### config.mk
export PLATFORM = sky130hd
export DESIGN_NAME = umls_top
export DESIGN_NICKNAME = d
export VERILOG_FILES = /design/src/logic/umls_pkg.sv /design/src/logic/umls_top.sv
export SDC_FILE = /design/constraint.sdc
export NUM_CORES = 1
export LEC_CHECK = 0
export ABC_AREA = 1
export BUFFER_PORTS_ARGS = -buffer_cell sky130_fd_sc_hd__buf_2
export CAP_MARGIN = 40
export CORE_MARGIN = 2
export CORE_UTILIZATION = 60
export DETAILED_ROUTE_END_ITERATION = 16
export GPL_TIMING_DRIVEN = 1
export PLACE_DENSITY_LB_ADDON = 0.25
export SETUP_SLACK_MARGIN = 0.15
export SYNTH_ARGS = -nofsm -noshare
export SYNTH_HDL_FRONTEND = slang
export SYNTH_SLANG_ARGS = --single-unit
### constraint.sdc
create_clock -name pclk -period 3.9 [get_ports pclk]
set_clock_uncertainty 0.05 [all_clocks]
set_input_delay 0.975 -clock pclk [delete_from_list [all_inputs] [get_ports pclk]]
set_output_delay 0.975 -clock pclk [all_outputs]
set_load 0.01 [all_outputs]
### src/logic/umls_pkg.sv
// Constants and types for the modem, line status and baud block.
// Assumes a 32-bit APB slave with word-aligned byte registers.
package umls_pkg;
  // ----------------------------------------------------------------
  // Register indices (byte address is four times the index)
  // ----------------------------------------------------------------
  localparam logic [2:0] IDX_DIV_LOW = 3'h0; // Divisor low, access bit set
  localparam logic [2:0] IDX_DIV_HIGH = 3'h1; // Divisor high, access bit set
  localparam logic [2:0] IDX_MODEM_CONTROL = 3'h4;
  localparam logic [2:0] IDX_LINE_STATUS = 3'h5;
  localparam logic [2:0] IDX_MODEM_STATUS = 3'h6;
  localparam logic [2:0] IDX_SCRATCH = 3'h7;
  localparam int ADDR_LSB = 2; // Word index starts at address bit 2
  localparam int ADDR_W = 5; // Decoded address bits
  // ----------------------------------------------------------------
  // Field positions
  // ----------------------------------------------------------------
  localparam int MC_TERM_READY = 0;
  localparam int MC_SEND_REQ = 1;
  localparam int MC_USER_ONE = 2;
  localparam int MC_IRQ_GATE = 3;
  localparam int MC_LOOP = 4;
  localparam logic [7:0] MC_MASK = 8'h1F; // Bits 5..7 read zero
  // ----------------------------------------------------------------
  // Reset values
  // ----------------------------------------------------------------
  localparam logic [7:0] MC_RESET = 8'h00;
  localparam logic [7:0] SCRATCH_RESET = 8'h00;
  localparam logic [15:0] DIV_RESET = 16'h0000;
  localparam logic [4:0] PIN_IDLE = 5'h1F; // Pins idle high
  // ----------------------------------------------------------------
  // Baud generator figures
  // ----------------------------------------------------------------
  localparam logic [15:0] DIV_ZERO_AS = 16'h0003; // Zero divides by three
  localparam logic [15:0] DIV_ONE = 16'h0001;
  localparam logic [15:0] DIV_TWO = 16'h0002;
  localparam logic [15:0] LOW_CLOCKS = 16'h0002; // Low span for large divisors

  // Receiver events, one-cycle pulses from the receiver core
  typedef struct packed {
    logic overrun; // Overrun detected
    logic parity; // Parity error now visible
    logic framing; // Framing error now visible
    logic brk; // Break now visible
  } umls_rx_err_t;

  // Receiver and transmitter levels from the core
  typedef struct packed {
    logic fifo_mode; // FIFOs enabled
    logic rx_empty; // No received data held
    logic fifo_err_any; // Some error still inside the receive FIFO
    logic tx_hold_empty; // Holding register or transmit FIFO empty
    logic tx_shift_empty; // Transmit shift register empty
  } umls_core_t;
endpackage : umls_pkg

### src/logic/umls_top.sv
// Modem control, line status, modem status, scratch and baud generator.
// Assumes an APB master on pclk and a receiver/transmitter core on pclk
// that reports its events and levels through the packed structs.
//
// Summary of operation
// RULE1 - Control bits 0,1 drive ready/request pins inverted
// RULE2 - Control bit 2 is storage only; the code also uses it as the ring source in loopback
// RULE3 - Control bit 3 gates the interrupt output
// RULE4 - Loopback: line mark, internal data and modem paths
// RULE5 - Loopback modem interrupts sourced from control bits
// RULE6 - Control bits 5 to 7 read zero
// RULE7 - Data ready follows unread received data
// RULE8 - Overrun sets at once, clears on read
// RULE9 - Parity error sticky, clears on read
// RULE10 - Framing error sticky, clears on read
// RULE11 - Break flag sticky, clears on read
// RULE12 - Error bits raise line status interrupt
// RULE13 - Holding empty read-only, requests interrupt
// RULE14 - All empty when holding and shift empty
// RULE15 - Bit 7 flags errors inside the FIFO
// RULE16 - Modem input changes set bits, read clears
// RULE17 - Ring bit sets on ring input rising
// RULE18 - Status bits 4-7 show inverted modem inputs
// RULE19 - Scratch byte is plain storage
// RULE20 - Baud divider, 16-bit divisor, 16x output
// RULE21 - Divisor write reloads the baud counter
// RULE22 - Divisor 0,1,2 and larger give set waveforms
// RULE23 - Software sets access bit for divisor latches
// RULE24 - Read-clear returns old value, keeps new events
//
// The implementer's own choice: the APB slave port.
module umls_top (
  input wire logic pclk,
  input wire logic presetn,
  input wire logic psel,
  input wire logic penable,
  input wire logic pwrite,
  input wire logic [31:0] paddr,
  input wire logic [31:0] pwdata,
  output logic [31:0] prdata,
  output logic pready,
  output logic pslverr,
  input wire logic divisor_access_bit, // From line control, outside
  input wire logic ier_line_en, // Line status interrupt enable
  input wire logic ier_modem_en, // Modem status interrupt enable
  input wire logic core_irq, // Receive/transmit interrupt request
  input wire umls_pkg::umls_rx_err_t rx_err, // Receiver event pulses
  input wire umls_pkg::umls_core_t core_st, // Core levels
  input wire logic tx_shift_out, // Transmit shift register output
  output logic rx_shift_in, // Receive shift register input
  input wire logic serial_rx_line,
  output logic serial_tx_line,
  input wire logic clear_to_send_in_n,
  input wire logic set_ready_in_n,
  input wire logic ring_in_n,
  input wire logic carrier_detect_in_n,
  output logic terminal_ready_out_n,
  output logic send_request_out_n,
  output logic uart_irq,
  output logic uart_irq_oe,
  output logic line_status_irq,
  output logic modem_status_irq,
  output logic baud_tick, // One pulse per 16x period
  output logic baud_out
);
  // ----------------------------------------------------------------
  // Pin synchronisers
  // ----------------------------------------------------------------
  logic [4:0] pin_raw; // {rx, dcd, ri, dsr, cts}
  logic [4:0] s1_q; // First stage, read only by s2
  logic [4:0] s2_q;
  logic [4:0] s3_q;
  logic [4:0] pin_q; // Filtered pin levels

  assign pin_raw = {serial_rx_line, carrier_detect_in_n, ring_in_n,
                    set_ready_in_n, clear_to_send_in_n};

  genvar gi;
  generate
    for (gi = 0; gi < 5; gi++) begin : g_sync
      // Three stages, change taken when stages two and three agree
      always_ff @(posedge pclk or negedge presetn) begin
        if (!presetn) begin
          s1_q[gi] <= umls_pkg::PIN_IDLE[gi];
          s2_q[gi] <= umls_pkg::PIN_IDLE[gi];
          s3_q[gi] <= umls_pkg::PIN_IDLE[gi];
          pin_q[gi] <= umls_pkg::PIN_IDLE[gi];
        end else begin
          s1_q[gi] <= pin_raw[gi];
          s2_q[gi] <= s1_q[gi];
          s3_q[gi] <= s2_q[gi];
          if (s2_q[gi] == s3_q[gi]) begin
            pin_q[gi] <= s3_q[gi];
          end
        end
      end
    end
  endgenerate

  // ----------------------------------------------------------------
  // APB decode
  // ----------------------------------------------------------------
  logic [2:0] idx; // Word index
  logic hit_dl; // Divisor latches
  logic mapped; // Address belongs to this block
  logic setup; // Setup phase
  logic access; // Completing access phase
  logic wr_en;
  logic rd_en;

  assign idx = paddr[umls_pkg::ADDR_LSB +: 3];
  assign hit_dl = divisor_access_bit &&
                  (idx == umls_pkg::IDX_DIV_LOW || idx == umls_pkg::IDX_DIV_HIGH);
  assign mapped = (paddr[31:umls_pkg::ADDR_W] == '0) && (paddr[1:0] == 2'h0) &&
                  (hit_dl || idx >= umls_pkg::IDX_MODEM_CONTROL);
  assign setup = psel && !penable;
  assign access = psel && penable && pready;
  assign wr_en = access && pwrite && mapped;
  assign rd_en = access && !pwrite && mapped;

  // ----------------------------------------------------------------
  // Writable registers
  // ----------------------------------------------------------------
  logic [7:0] mc_q; // Modem control
  logic [7:0] scratch_q;
  logic [15:0] div_q;
  logic div_wr; // Divisor latch written

  assign div_wr = wr_en && hit_dl;

  // Modem control, five live bits
  always_ff @(posedge pclk or negedge presetn) begin
    if (!presetn) begin
      mc_q <= umls_pkg::MC_RESET;
    end else if (wr_en && idx == umls_pkg::IDX_MODEM_CONTROL) begin
      mc_q <= pwdata[7:0] & umls_pkg::MC_MASK; // RULE2 RULE6
    end
  end

  // Scratch byte, no effect elsewhere
  always_ff @(posedge pclk or negedge presetn) begin
    if (!presetn) begin
      scratch_q <= umls_pkg::SCRATCH_RESET;
    end else if (wr_en && idx == umls_pkg::IDX_SCRATCH) begin
      scratch_q <= pwdata[7:0]; // RULE19
    end
  end

  // Divisor latches, reached only with access bit set
  always_ff @(posedge pclk or negedge presetn) begin
    if (!presetn) begin
      div_q <= umls_pkg::DIV_RESET;
    end else if (div_wr) begin // RULE23
      if (idx == umls_pkg::IDX_DIV_LOW) begin
        div_q[7:0] <= pwdata[7:0];
      end else begin
        div_q[15:8] <= pwdata[7:0];
      end
    end
  end

  // ----------------------------------------------------------------
  // Modem signal routing
  // ----------------------------------------------------------------
  logic loop; // Loopback mode
  logic [3:0] modem_act; // Active-high {dcd, ri, dsr, cts}
  logic [3:0] modem_prev_q; // Previous levels for change detect

  assign loop = mc_q[umls_pkg::MC_LOOP];
  // Loopback swaps pins for control bits
  assign modem_act = loop ? {mc_q[umls_pkg::MC_IRQ_GATE], mc_q[umls_pkg::MC_USER_ONE],
                             mc_q[umls_pkg::MC_TERM_READY], mc_q[umls_pkg::MC_SEND_REQ]}
                          : ~pin_q[3:0]; // RULE4 RULE5 RULE18

  // Previous modem levels
  always_ff @(posedge pclk or negedge presetn) begin
    if (!presetn) begin
      modem_prev_q <= 4'h0;
    end else begin
      modem_prev_q <= modem_act;
    end
  end

  // Output pins forced inactive in loopback; rx_shift_in takes tx_shift_out in loopback
  always_ff @(posedge pclk or negedge presetn) begin
    if (!presetn) begin
      terminal_ready_out_n <= 1'b1;
      send_request_out_n <= 1'b1;
      serial_tx_line <= 1'b1;
      rx_shift_in <= 1'b1;
    end else begin
      terminal_ready_out_n <= loop || !mc_q[umls_pkg::MC_TERM_READY]; // RULE1 RULE4
      send_request_out_n <= loop || !mc_q[umls_pkg::MC_SEND_REQ]; // RULE1 RULE4
      serial_tx_line <= loop || tx_shift_out; // RULE4
      rx_shift_in <= loop ? tx_shift_out : pin_q[4]; // RULE4
    end
  end

  // ----------------------------------------------------------------
  // Sticky status flags
  // ----------------------------------------------------------------
  logic [3:0] modem_chg; // This cycle's change events
  logic [3:0] msr_chg_q; // {dcd, ri edge, dsr, cts}
  logic [3:0] lsr_err_q; // {break, framing, parity, overrun}
  logic [3:0] lsr_set;
  logic fifo_err_q; // Bit 7
  logic [31:0] rd_val_q; // Value returned by the current read
  logic lsr_rd;
  logic msr_rd;

  assign lsr_rd = rd_en && idx == umls_pkg::IDX_LINE_STATUS;
  assign msr_rd = rd_en && idx == umls_pkg::IDX_MODEM_STATUS;

  // Changes on cts, dsr, dcd; ring active falling is pin rising
  assign modem_chg[0] = modem_act[0] ^ modem_prev_q[0]; // RULE16
  assign modem_chg[1] = modem_act[1] ^ modem_prev_q[1]; // RULE16
  assign modem_chg[2] = modem_prev_q[2] && !modem_act[2]; // RULE17
  assign modem_chg[3] = modem_act[3] ^ modem_prev_q[3]; // RULE16

  // Error events from the receiver core; it times FIFO-top visibility
  assign lsr_set = {rx_err.brk, rx_err.framing, rx_err.parity,
                    rx_err.overrun}; // RULE8 RULE9 RULE10 RULE11

  // Modem change bits, clear only what was returned, set wins
  always_ff @(posedge pclk or negedge presetn) begin
    if (!presetn) begin
      msr_chg_q <= 4'h0;
    end else begin
      msr_chg_q <= (msr_chg_q & ~({4{msr_rd}} & rd_val_q[3:0])) | modem_chg; // RULE16 RULE24
    end
  end

  // Line error bits, clear only what was returned, set wins
  always_ff @(posedge pclk or negedge presetn) begin
    if (!presetn) begin
      lsr_err_q <= 4'h0;
    end else begin
      lsr_err_q <= (lsr_err_q & ~({4{lsr_rd}} & rd_val_q[4:1])) | lsr_set; // RULE8 RULE24
    end
  end

  // FIFO error summary, cleared by read only if FIFO holds none
  always_ff @(posedge pclk or negedge presetn) begin
    if (!presetn) begin
      fifo_err_q <= 1'b0;
    end else if (!core_st.fifo_mode) begin
      fifo_err_q <= 1'b0; // RULE15
    end else if (core_st.fifo_err_any || lsr_set[3:1] != 3'h0) begin
      fifo_err_q <= 1'b1; // RULE15
    end else if (lsr_rd) begin
      fifo_err_q <= 1'b0; // RULE15
    end
  end

  // ----------------------------------------------------------------
  // Read data and answer
  // ----------------------------------------------------------------
  logic [7:0] lsr_val;
  logic [7:0] msr_val;
  logic [7:0] rd_mux;

  assign lsr_val = {fifo_err_q, // RULE15
                    core_st.tx_hold_empty && core_st.tx_shift_empty, // RULE14
                    core_st.tx_hold_empty, // RULE13
                    lsr_err_q, // RULE9 RULE10 RULE11
                    !core_st.rx_empty}; // RULE7
  assign msr_val = {modem_act, msr_chg_q}; // RULE18

  // Read multiplexer
  always_comb begin
    rd_mux = 8'h00;
    if (hit_dl) begin
      rd_mux = (idx == umls_pkg::IDX_DIV_LOW) ? div_q[7:0] : div_q[15:8];
    end else begin
      case (idx)
        umls_pkg::IDX_MODEM_CONTROL: rd_mux = mc_q; // RULE6
        umls_pkg::IDX_LINE_STATUS: rd_mux = lsr_val;
        umls_pkg::IDX_MODEM_STATUS: rd_mux = msr_val;
        umls_pkg::IDX_SCRATCH: rd_mux = scratch_q;
        default: rd_mux = 8'h00;
      endcase
    end
  end

  // Answer one cycle after setup; data frozen at setup
  always_ff @(posedge pclk or negedge presetn) begin
    if (!presetn) begin
      pready <= 1'b0;
      pslverr <= 1'b0;
      rd_val_q <= 32'h0000_0000;
    end else if (setup) begin
      pready <= 1'b1;
      pslverr <= !mapped;
      rd_val_q <= (mapped && !pwrite) ? {24'h00_0000, rd_mux} : 32'h0000_0000;
    end else begin
      pready <= 1'b0;
      pslverr <= 1'b0;
    end
  end

  assign prdata = rd_val_q;

  // ----------------------------------------------------------------
  // Interrupt outputs
  // ----------------------------------------------------------------
  // Line and modem requests, ungated total on uart_irq, gate bit drives uart_irq_oe
  always_ff @(posedge pclk or negedge presetn) begin
    if (!presetn) begin
      line_status_irq <= 1'b0;
      modem_status_irq <= 1'b0;
      uart_irq <= 1'b0;
      uart_irq_oe <= 1'b0;
    end else begin
      line_status_irq <= ier_line_en && (lsr_err_q != 4'h0); // RULE12
      modem_status_irq <= ier_modem_en && (msr_chg_q != 4'h0); // RULE16 RULE5
      uart_irq <= core_irq || (ier_line_en && lsr_err_q != 4'h0) ||
                  (ier_modem_en && msr_chg_q != 4'h0); // RULE13
      uart_irq_oe <= mc_q[umls_pkg::MC_IRQ_GATE]; // RULE3
    end
  end

  // ----------------------------------------------------------------
  // Baud generator
  // ----------------------------------------------------------------
  logic [15:0] div_eff; // Divisor with zero mapped to three
  logic [15:0] cnt_q; // Counts down from div_eff to one
  logic [15:0] div_new; // Divisor including this cycle's latch write

  assign div_eff = (div_q == 16'h0000) ? umls_pkg::DIV_ZERO_AS : div_q; // RULE22
  // Reload must use the byte being written, not the stale latch
  assign div_new = (idx == umls_pkg::IDX_DIV_LOW) ? {div_q[15:8], pwdata[7:0]}
                                                   : {pwdata[7:0], div_q[7:0]};

  // Counter reloads on divisor write and at end of count
  always_ff @(posedge pclk or negedge presetn) begin
    if (!presetn) begin
      cnt_q <= umls_pkg::DIV_ZERO_AS;
      baud_tick <= 1'b0;
    end else if (div_wr) begin
      cnt_q <= (div_new == 16'h0000) ? umls_pkg::DIV_ZERO_AS : div_new; // RULE21
      baud_tick <= 1'b0;
    end else if (cnt_q <= 16'h0001) begin
      cnt_q <= div_eff; // RULE20
      baud_tick <= 1'b1;
    end else begin
      cnt_q <= cnt_q - 16'h0001;
      baud_tick <= 1'b0;
    end
  end

  // 16x output waveform
  always_ff @(posedge pclk or negedge presetn) begin
    if (!presetn) begin
      baud_out <= 1'b1;
    end else if (div_eff == umls_pkg::DIV_ONE) begin
      baud_out <= !baud_out; // RULE22
    end else if (div_eff == umls_pkg::DIV_TWO) begin
      baud_out <= (cnt_q != umls_pkg::DIV_TWO); // RULE22
    end else begin
      baud_out <= (div_eff - cnt_q) >= umls_pkg::LOW_CLOCKS; // RULE22
    end
  end
endmodule : umls_top

==> impl_results.md, run 1 <==
- GPL Wtd Cong: 0.9249
- Buffers & Inverters on Critical Path: 2
- Wire length on met1: 6266 µm
- Class of the worst hold path: flop to flop
- Port buffer count: 83
- Yosys warnings: 0
- Kind of launch point of the worst setup path: flop
- Number of antenna violations at the first check in global routing: 0
- Relative area change from synthesis to final layout: 9.790%
- Post-CTS Setup Repair Bufs: 0
- Clock latency on the worst-skew pair: 0.38 ns
- Count of unresolved DRC violations after routing: 0
- Cell repeated most along the worst path: sky130_fd_sc_hd__nand2_1
- Worst Max-Slew Pin Slew: 0.6341 ns
- Number of H-tree branching levels: 3
- Setup repair after global routing missed its margin: false
- Total vias in the final route: 5586
- Summed instance area of the synthesized netlist: 6083 µm²
- Crit-path leading delay family: simple AND/OR/NAND/NOR gates
- Maximum VDD drop: 177.4 µV
- Antenna diode count: 0
- Largest fanout of any net on the critical path: 5
- Final-layout setup total negative slack: 0 ns
- Initial cell density of the core: 61.95%
- Global-route wire length before repair: 24890 µm
- Clk slew on worst S/H paths: 0.10 ns
- Die Span X: 104.7 µm
- Library cell occupying the most area in the post-synthesis netlist: sky130_fd_sc_hd__dfrtp_1
- Number of synthesized register bits: 98
- Uppermost signal routing layer after detailed routing: met4
- Max transition margin: 57.57%
- Most instantiated cells after synthesis: sky130_fd_sc_hd__nand2_1, sky130_fd_sc_hd__inv_1, sky130_fd_sc_hd__o21ai_0
- Number of cells in the finished layout apart from fillers: 1020
- TritonCTS Sinks: 98
- Die span in y: 104.7 µm
- Pre-CTS worst setup slack: 0.9310 ns
- Placeable core area: 9819 µm²
- Post-route standard cell area excluding fillers: 6679 µm²
- Pre-Repair DR Iteration Count: 5
- Die Footprint: 10960 µm²
- Number of global-route vias before repair: 5357
- Count of flip-flops with a built-in enable after synthesis: 0
- Total congestion overflow: 0
- Number of nets in the final layout: 989
- Max stage delay on crit path: 0.47 ns
- Mean instance size in the synthesized netlist: 7.492 µm²
- Top cell type's share of synthesized area: 29.21%
- Number of failing hold endpoints at the final stage: 0
- CTS buffer count: 9
- Maximum buffer depth of the clock tree: 2
- Final setup slack of the worst path: 0.8869 ns
- Static Leakage: 3.598 nW
- Routed met2 length: 6831 µm
- Fraction of layout cells with a size suffix above 1: 17.59%
- Upper clock frequency limit: 331.9 MHz
- Post_cts resized: 0
- Count of nets left with antenna violations after detail routing: 0
- Detailed-routed wire length on met3: 1105 µm
- Mean number of vias per cell: 5.476
- Share of synthesized area occupied by flip-flops and latches: 40.87%
- Average routed wire per standard cell: 14.41 µm
- Final Cycle Share: 77.26%
- Count of different cell masters after synthesis: 44
- Largest net degree at the start of global routing: 99
- CP Data Required Time: 4.17 ns
- DP Wirelength: 11290 µm
- Top FF cell, synth: sky130_fd_sc_hd__dfrtp_1
- Count of maximum capacitance violations: 0
- Hold_buf cts: 0
- Critical path cell sequence: inv_1 > nand4_1 > nor4_1 > a21oi_1 > ha_1 > fa_1 > inv_1 > nand2_1 > nand2_1 > nand3_1 > nand2_1 > nand2_1 > nand3_1 > nand2_1 > nor2_1 > nand3_1 > o21bai_1 > nand2_1
- Cell types occupying the most area after synthesis: sky130_fd_sc_hd__dfrtp_1, sky130_fd_sc_hd__nand2_1, sky130_fd_sc_hd__dfstp_2
- Sum of routed wire length over all layers: 14700 µm
- Tmin final: 3.013 ns
- CTS tree: done
- Kind of critical path: flop to flop
- Tot GR Track Use: 28.24%
- Cell count after placement: 1004
- Clock root buffer master: sky130_fd_sc_hd__clkbuf_8
- Final number of max-transition violations: 0
- Sort of element at the end of the critical path: flop
- Total setup violations reported at the end of the flow: 0
- WP data arrival: 3.29 ns
- Master of the slowest instance on the critical path: sky130_fd_sc_hd__dfrtp_1
- Synthesized instance count: 812
- Async set-reset flop share out of synthesis: 100.0%
- Fin util: 68.02%
- Number of top-level pins: 132
- Most repeated cell in the gate-level netlist after synthesis: sky130_fd_sc_hd__nand2_1
- Total placed instance area: 6485 µm²
- Result of the run: finished clean
- Iter 0 DRT Violations: 418
- Fill count: 892
- Row count: 36
- Power per cell area: 283.3 nW/µm²
## worst paths after layout
check                                 to     start  slack, ns  depth (start not counted)
min in group asynchronous       div_q[2]   presetn       0.58                          2
worst min register to register   s2_q[0]   s1_q[0]       0.31                          0
worst min-delay path             s2_q[0]   s1_q[0]       0.31                          0
worst max register to register  baud_out  div_q[4]       0.89                         18
worst max-delay path            baud_out  div_q[4]       0.89                         18
max in group asynchronous        s2_q[1]   presetn       2.81                          2
## power by group
part           switching, W  total, W  internal (W)
Clock              0.000394  0.000658      0.000264
Sequential        0.0000113   0.00106       0.00105
Combinational      0.000110  0.000171     0.0000611
## logic make-up after synthesis
group	synth area share, %
other	0.06164
XOR/XNOR	1.728
adder cells (fa/ha/maj)	4.854
AO/OA/AOI/OAI	15.08
flip-flops	40.87
AND/OR/NAND/NOR	25.73
buffers and inverters	11.68
## per-stage QoR
stage / power (W) / hold WS (ns)
after detailed placement: 0.001251 / 0.2968
after floorplan: 0.001182 / 0.2952
after CTS: 0.001894 / 0.3116
after global routing: 0.001965 / 0.3160
after global placement: 0.001245 / 0.2961
final: 0.001892 / 0.3109
## cells in the final DEF, fill, tap and decap left out, types with 5 or more instances in the layout
cell	synthesis	layout
sky130_fd_sc_hd__a211oi_1	5	5
sky130_fd_sc_hd__nand3_1	36	36
sky130_fd_sc_hd__conb_1	1	24
sky130_fd_sc_hd__nand4_1	10	10
sky130_fd_sc_hd__or2_2	6	6
sky130_fd_sc_hd__xor2_1	10	10
sky130_fd_sc_hd__ha_1	18	18
sky130_fd_sc_hd__buf_2	6	82
sky130_fd_sc_hd__a21oi_1	15	15
sky130_fd_sc_hd__dfstp_2	27	27
sky130_fd_sc_hd__clkbuf_8	0	10
sky130_fd_sc_hd__nor3_1	15	15
sky130_fd_sc_hd__o211ai_1	11	11
sky130_fd_sc_hd__o21ai_2	14	14
sky130_fd_sc_hd__dfrtp_1	71	71
sky130_fd_sc_hd__nor4_1	6	6
sky130_fd_sc_hd__nand2_1	226	226
sky130_fd_sc_hd__maj3_1	5	5
sky130_fd_sc_hd__inv_1	106	106
sky130_fd_sc_hd__o21ai_0	72	72
sky130_fd_sc_hd__o21bai_1	8	8
sky130_fd_sc_hd__o22ai_1	6	6
sky130_fd_sc_hd__nor2_1	55	55
## routing by layer
layer / GRT usage, % / vias to the layer above
met2: 46.08 / 248
met5: 0 / -
met3: 4.866 / 45
met4: 12.10 / 0
met1: 37.24 / 2572
li1: - / 2721
## flip-flops by register name, indices dropped and copies added (netlist names), 4 cells and up
name,flops
scratch_q,8
mc_q,5
s2_q,5
s1_q,5
div_q,16
modem_prev_q,4
cnt_q,16
lsr_err_q,4
pin_q,5
msr_chg_q,4
s3_q,5
prdata,8
## final cells by class
type / instances / area (µm²) / share of cell area, %
Multi-Input combinational cell: 578 / 2973 / 44.51
Timing Repair Buffer: 85 / 445.4 / 6.669
Inverter: 110 / 414.1 / 6.201
Tap cell: 133 / 166.4 / 2.492
Sequential cell: 98 / 2486 / 37.22
Clock inverter: 6 / 56.30 / 0.8430
Clock buffer: 10 / 137.6 / 2.061
Power figures use the tool's default switching activity.
==> run 2: changes to the inputs <==
- CORE_UTILIZATION: 60 -> 55
- clock period: 3.9 -> 3.1 ns (I/O delays scaled with it)
==> impl_results.md, run 2 (synthesis gave the netlist of run 1 again) <==
- Result of the run: finished clean (unchanged)
- Overall power: 0.002386 W (was 0.001892 W)
- Total vias in the final route: 5513 (was 5586)
- Global-route wire length before repair: 24330 µm (was 24890 µm)
- Cell repeated most along the worst path: sky130_fd_sc_hd__nand2_2 (was sky130_fd_sc_hd__nand2_1)
- Number of failing hold endpoints at the final stage: 0 (unchanged)
- Mean number of vias per cell: 5.276 (was 5.476)
- Largest fanout of any net on the critical path: 3 (was 5)
- Upper clock frequency limit: 351.6 MHz (was 331.9 MHz)
- Hold_buf cts: 0 (unchanged)
- Reg2Reg Depth: 18 (unchanged)
- Clk slew on worst S/H paths: 0.10 ns (about the same)
- Die Footprint: 11920 µm² (was 10960 µm²)
- Largest net degree at the start of global routing: 51 (was 99)
- Sort of element at the end of the critical path: flop (unchanged)
- Endpoint of the worst setup timing path: baud_out (unchanged)
- Worst Max-Slew Pin Slew: 0.6714 ns (was 0.6341 ns)
- Initial cell density of the core: 56.36% (was 61.95%)
- Placeable core area: 10790 µm² (was 9819 µm²)
- Power per cell area: 346.3 nW/µm² (was 283.3 nW/µm²)
- CTS tree: done (unchanged)
- Clock root buffer master: sky130_fd_sc_hd__clkbuf_8 (unchanged)
- Total congestion overflow: 0 (unchanged)
- Critical path cell sequence: inv_1 > nand4_1 > nor4_4 > a21oi_2 > ha_2 > fa_2 > inv_2 > nand2_2 > nand2_2 > nand3_2 > nand2_4 > nand2_2 > nand3_1 > nand2_1 > nor2_1 > nand3_1 > o21bai_1 > nand2_1 (was inv_1 > nand4_1 > nor4_1 > a21oi_1 > ha_1 > fa_1 > inv_1 > nand2_1 > nand2_1 > nand3_1 > nand2_1 > nand2_1 > nand3_1 > nand2_1 > nor2_1 > nand3_1 > o21bai_1 > nand2_1)
- Post-route standard cell area excluding fillers: 6889 µm² (was 6679 µm²)
- Count of nets left with antenna violations after detail routing: 0 (unchanged)
- Number of nets in the final layout: 1007 (was 989)
- Commonest cells after routing, fill and taps aside: sky130_fd_sc_hd__nand2_1, sky130_fd_sc_hd__inv_1, sky130_fd_sc_hd__buf_2 (unchanged)
- Biggest regs: cnt_q (16), div_q (16) (unchanged)
- Iter 0 DRT Violations: 423 (was 418)
- Fill count: 948 (was 892)
- Row count: 38 (was 36)
- Max stage delay on crit path: 0.39 ns (was 0.47 ns)
- Die span in y: 109.2 µm (was 104.7 µm)
- Class of the worst hold path: flop to flop (unchanged)
- Kind of critical path: flop to flop (unchanged)
- Relative area change from synthesis to final layout: 13.25% (was 9.790%)
- Area taken by multi-input logic gates: 3030 µm² (was 2973 µm²)
- Maximum buffer depth of the clock tree: 2 (unchanged)
- Cell count after placement: 1019 (was 1004)
- Master of the slowest instance on the critical path: sky130_fd_sc_hd__dfrtp_1 (unchanged)
- R2r startpoint: div_q[5] (was div_q[4])
- CP Data Required Time: 3.36 ns (was 4.17 ns)
- Final-layout setup total negative slack: 0 ns (unchanged)
- Static Leakage: 3.711 nW (was 3.598 nW)
- Kind of launch point of the worst setup path: flop (unchanged)
- Port buffer count: 83 (unchanged)
- Die Span X: 109.2 µm (was 104.7 µm)
- Total area of sequential cells: 2487 µm² (was 2486 µm²)
- Pre-Repair DR Iteration Count: 5 (unchanged)
- CP startpoint: div_q[5] (was div_q[4])
- Commonest non-fill, non-tap cell in the layout: sky130_fd_sc_hd__nand2_1 (unchanged)
- Total setup violations reported at the end of the flow: 0 (unchanged)
- Number of cells in the finished layout apart from fillers: 1045 (was 1020)
- Average routed wire per standard cell: 14.04 µm (was 14.41 µm)
- Fraction of layout cells with a size suffix above 1: 21.10% (was 17.59%)
- Total placed instance area: 6554 µm² (was 6485 µm²)
- DP Wirelength: 11270 µm (was 11290 µm)
- Slack of the worst reg-to-reg path: 0.26 ns (was 0.89 ns)
- Max transition margin: 54.76% (was 57.57%)
- CTS buffer count: 9 (unchanged)
- Final number of max-transition violations: 0 (unchanged)
- Tot GR Track Use: 26.22% (was 28.24%)
- Antenna diode count: 0 (unchanged)
- Number of antenna violations at the first check in global routing: 0 (unchanged)
- WP data arrival: 3.10 ns (was 3.29 ns)
- GPL Wtd Cong: 0.8887 (was 0.9249)
- Sum of routed wire length over all layers: 14670 µm (was 14700 µm)
- TritonCTS Sinks: 98 (unchanged)
- Number of top-level pins: 132 (unchanged)
- Tmin final: 2.844 ns (was 3.013 ns)
- Endpoint of the worst-slack reg-to-reg timing path: baud_out (unchanged)
- Count of unresolved DRC violations after routing: 0 (unchanged)
- Count of maximum capacitance violations: 0 (unchanged)
- Setup repair after global routing missed its margin: true (was false)
- Number of global-route vias before repair: 5278 (was 5357)
- Final Cycle Share: 91.74% (was 77.26%)
- Clock latency on the worst-skew pair: 0.37 ns (was 0.38 ns)
- Maximum VDD drop: 422.8 µV (was 177.4 µV)
- Number of H-tree branching levels: 3 (unchanged)
[run 2: cell count changes in the layout (fill, tap and decap cells not counted), sizes merged]
cell / previous run / this run
clkinv: 4 / 5
buf: 85 / 103
clkinvlp: 1 / 0
[run 2: cell type report]
cell class	count	area share [%]
Timing Repair Buffer	103	8.427
Multi-Input combinational cell	578	43.99
Sequential cell	98	36.11
Tap cell	140	2.543
Clock inverter	6	0.7628
Inverter	110	6.012
Clock buffer	10	2.161
[run 2: through the flow]
step                      util (%)  worst slack, ns  hold slack [ns]
after detailed placement     60.72          0.06619           0.3005
after global routing         63.83          0.09712           0.3177
after floorplan                  -           0.5959           0.2952
after CTS                    62.78           0.1855           0.3154
after global placement       60.72           0.1645           0.2954
final                        63.83           0.2560           0.3135
[run 2: worst max-delay path, delay by kind of cell (launching register included)]
family | cells | cell delay [ns]
simple gates | 12 | 1.35
fa+ha+maj | 2 | 0.55
flops | 1 | 0.39
compound gates | 2 | 0.26
buf+inv | 2 | 0.18
[run 2: power by group]
group | leakage, nW | switching (W) | internal (W)
combinational | 2.40 | 0.000140 | 0.0000777
sequential | 1.21 | 0.0000136 | 0.00132
clock | 0.105 | 0.000476 | 0.000355
total | 3.71 | 0.000630 | 0.00176
[run 2: metal layers]
| metal | global-route usage, % | wire, µm |
|---|---|---|
| met5 | 0 | 0 |
| met4 | 9.855 | 374 |
| met3 | 3.825 | 571 |
| met2 | 44.99 | 7433 |
| met1 | 33.60 | 6290 |
[run 2: repair_timing]
item / 4_1_cts / 5_1_grt
buffers inserted: 1 / 9
gates resized for setup: 4 / 15
setup endpoints to repair: 1 / 1
pin swaps: 1 / 10
[run 2: worst min-delay path by stage]
stage / cells after the start / to / slack, ns / from
2_1_floorplan: 0 / s2_q[0] / 0.30 / s1_q[0]
3_3_place_gp: 0 / s2_q[2] / 0.30 / s1_q[2]
3_5_place_dp: 0 / s2_q[2] / 0.30 / s1_q[2]
4_1_cts: 0 / s2_q[2] / 0.32 / s1_q[2]
5_1_grt: 0 / s2_q[4] / 0.32 / s1_q[4]
6_report: 0 / s2_q[2] / 0.31 / s1_q[2]
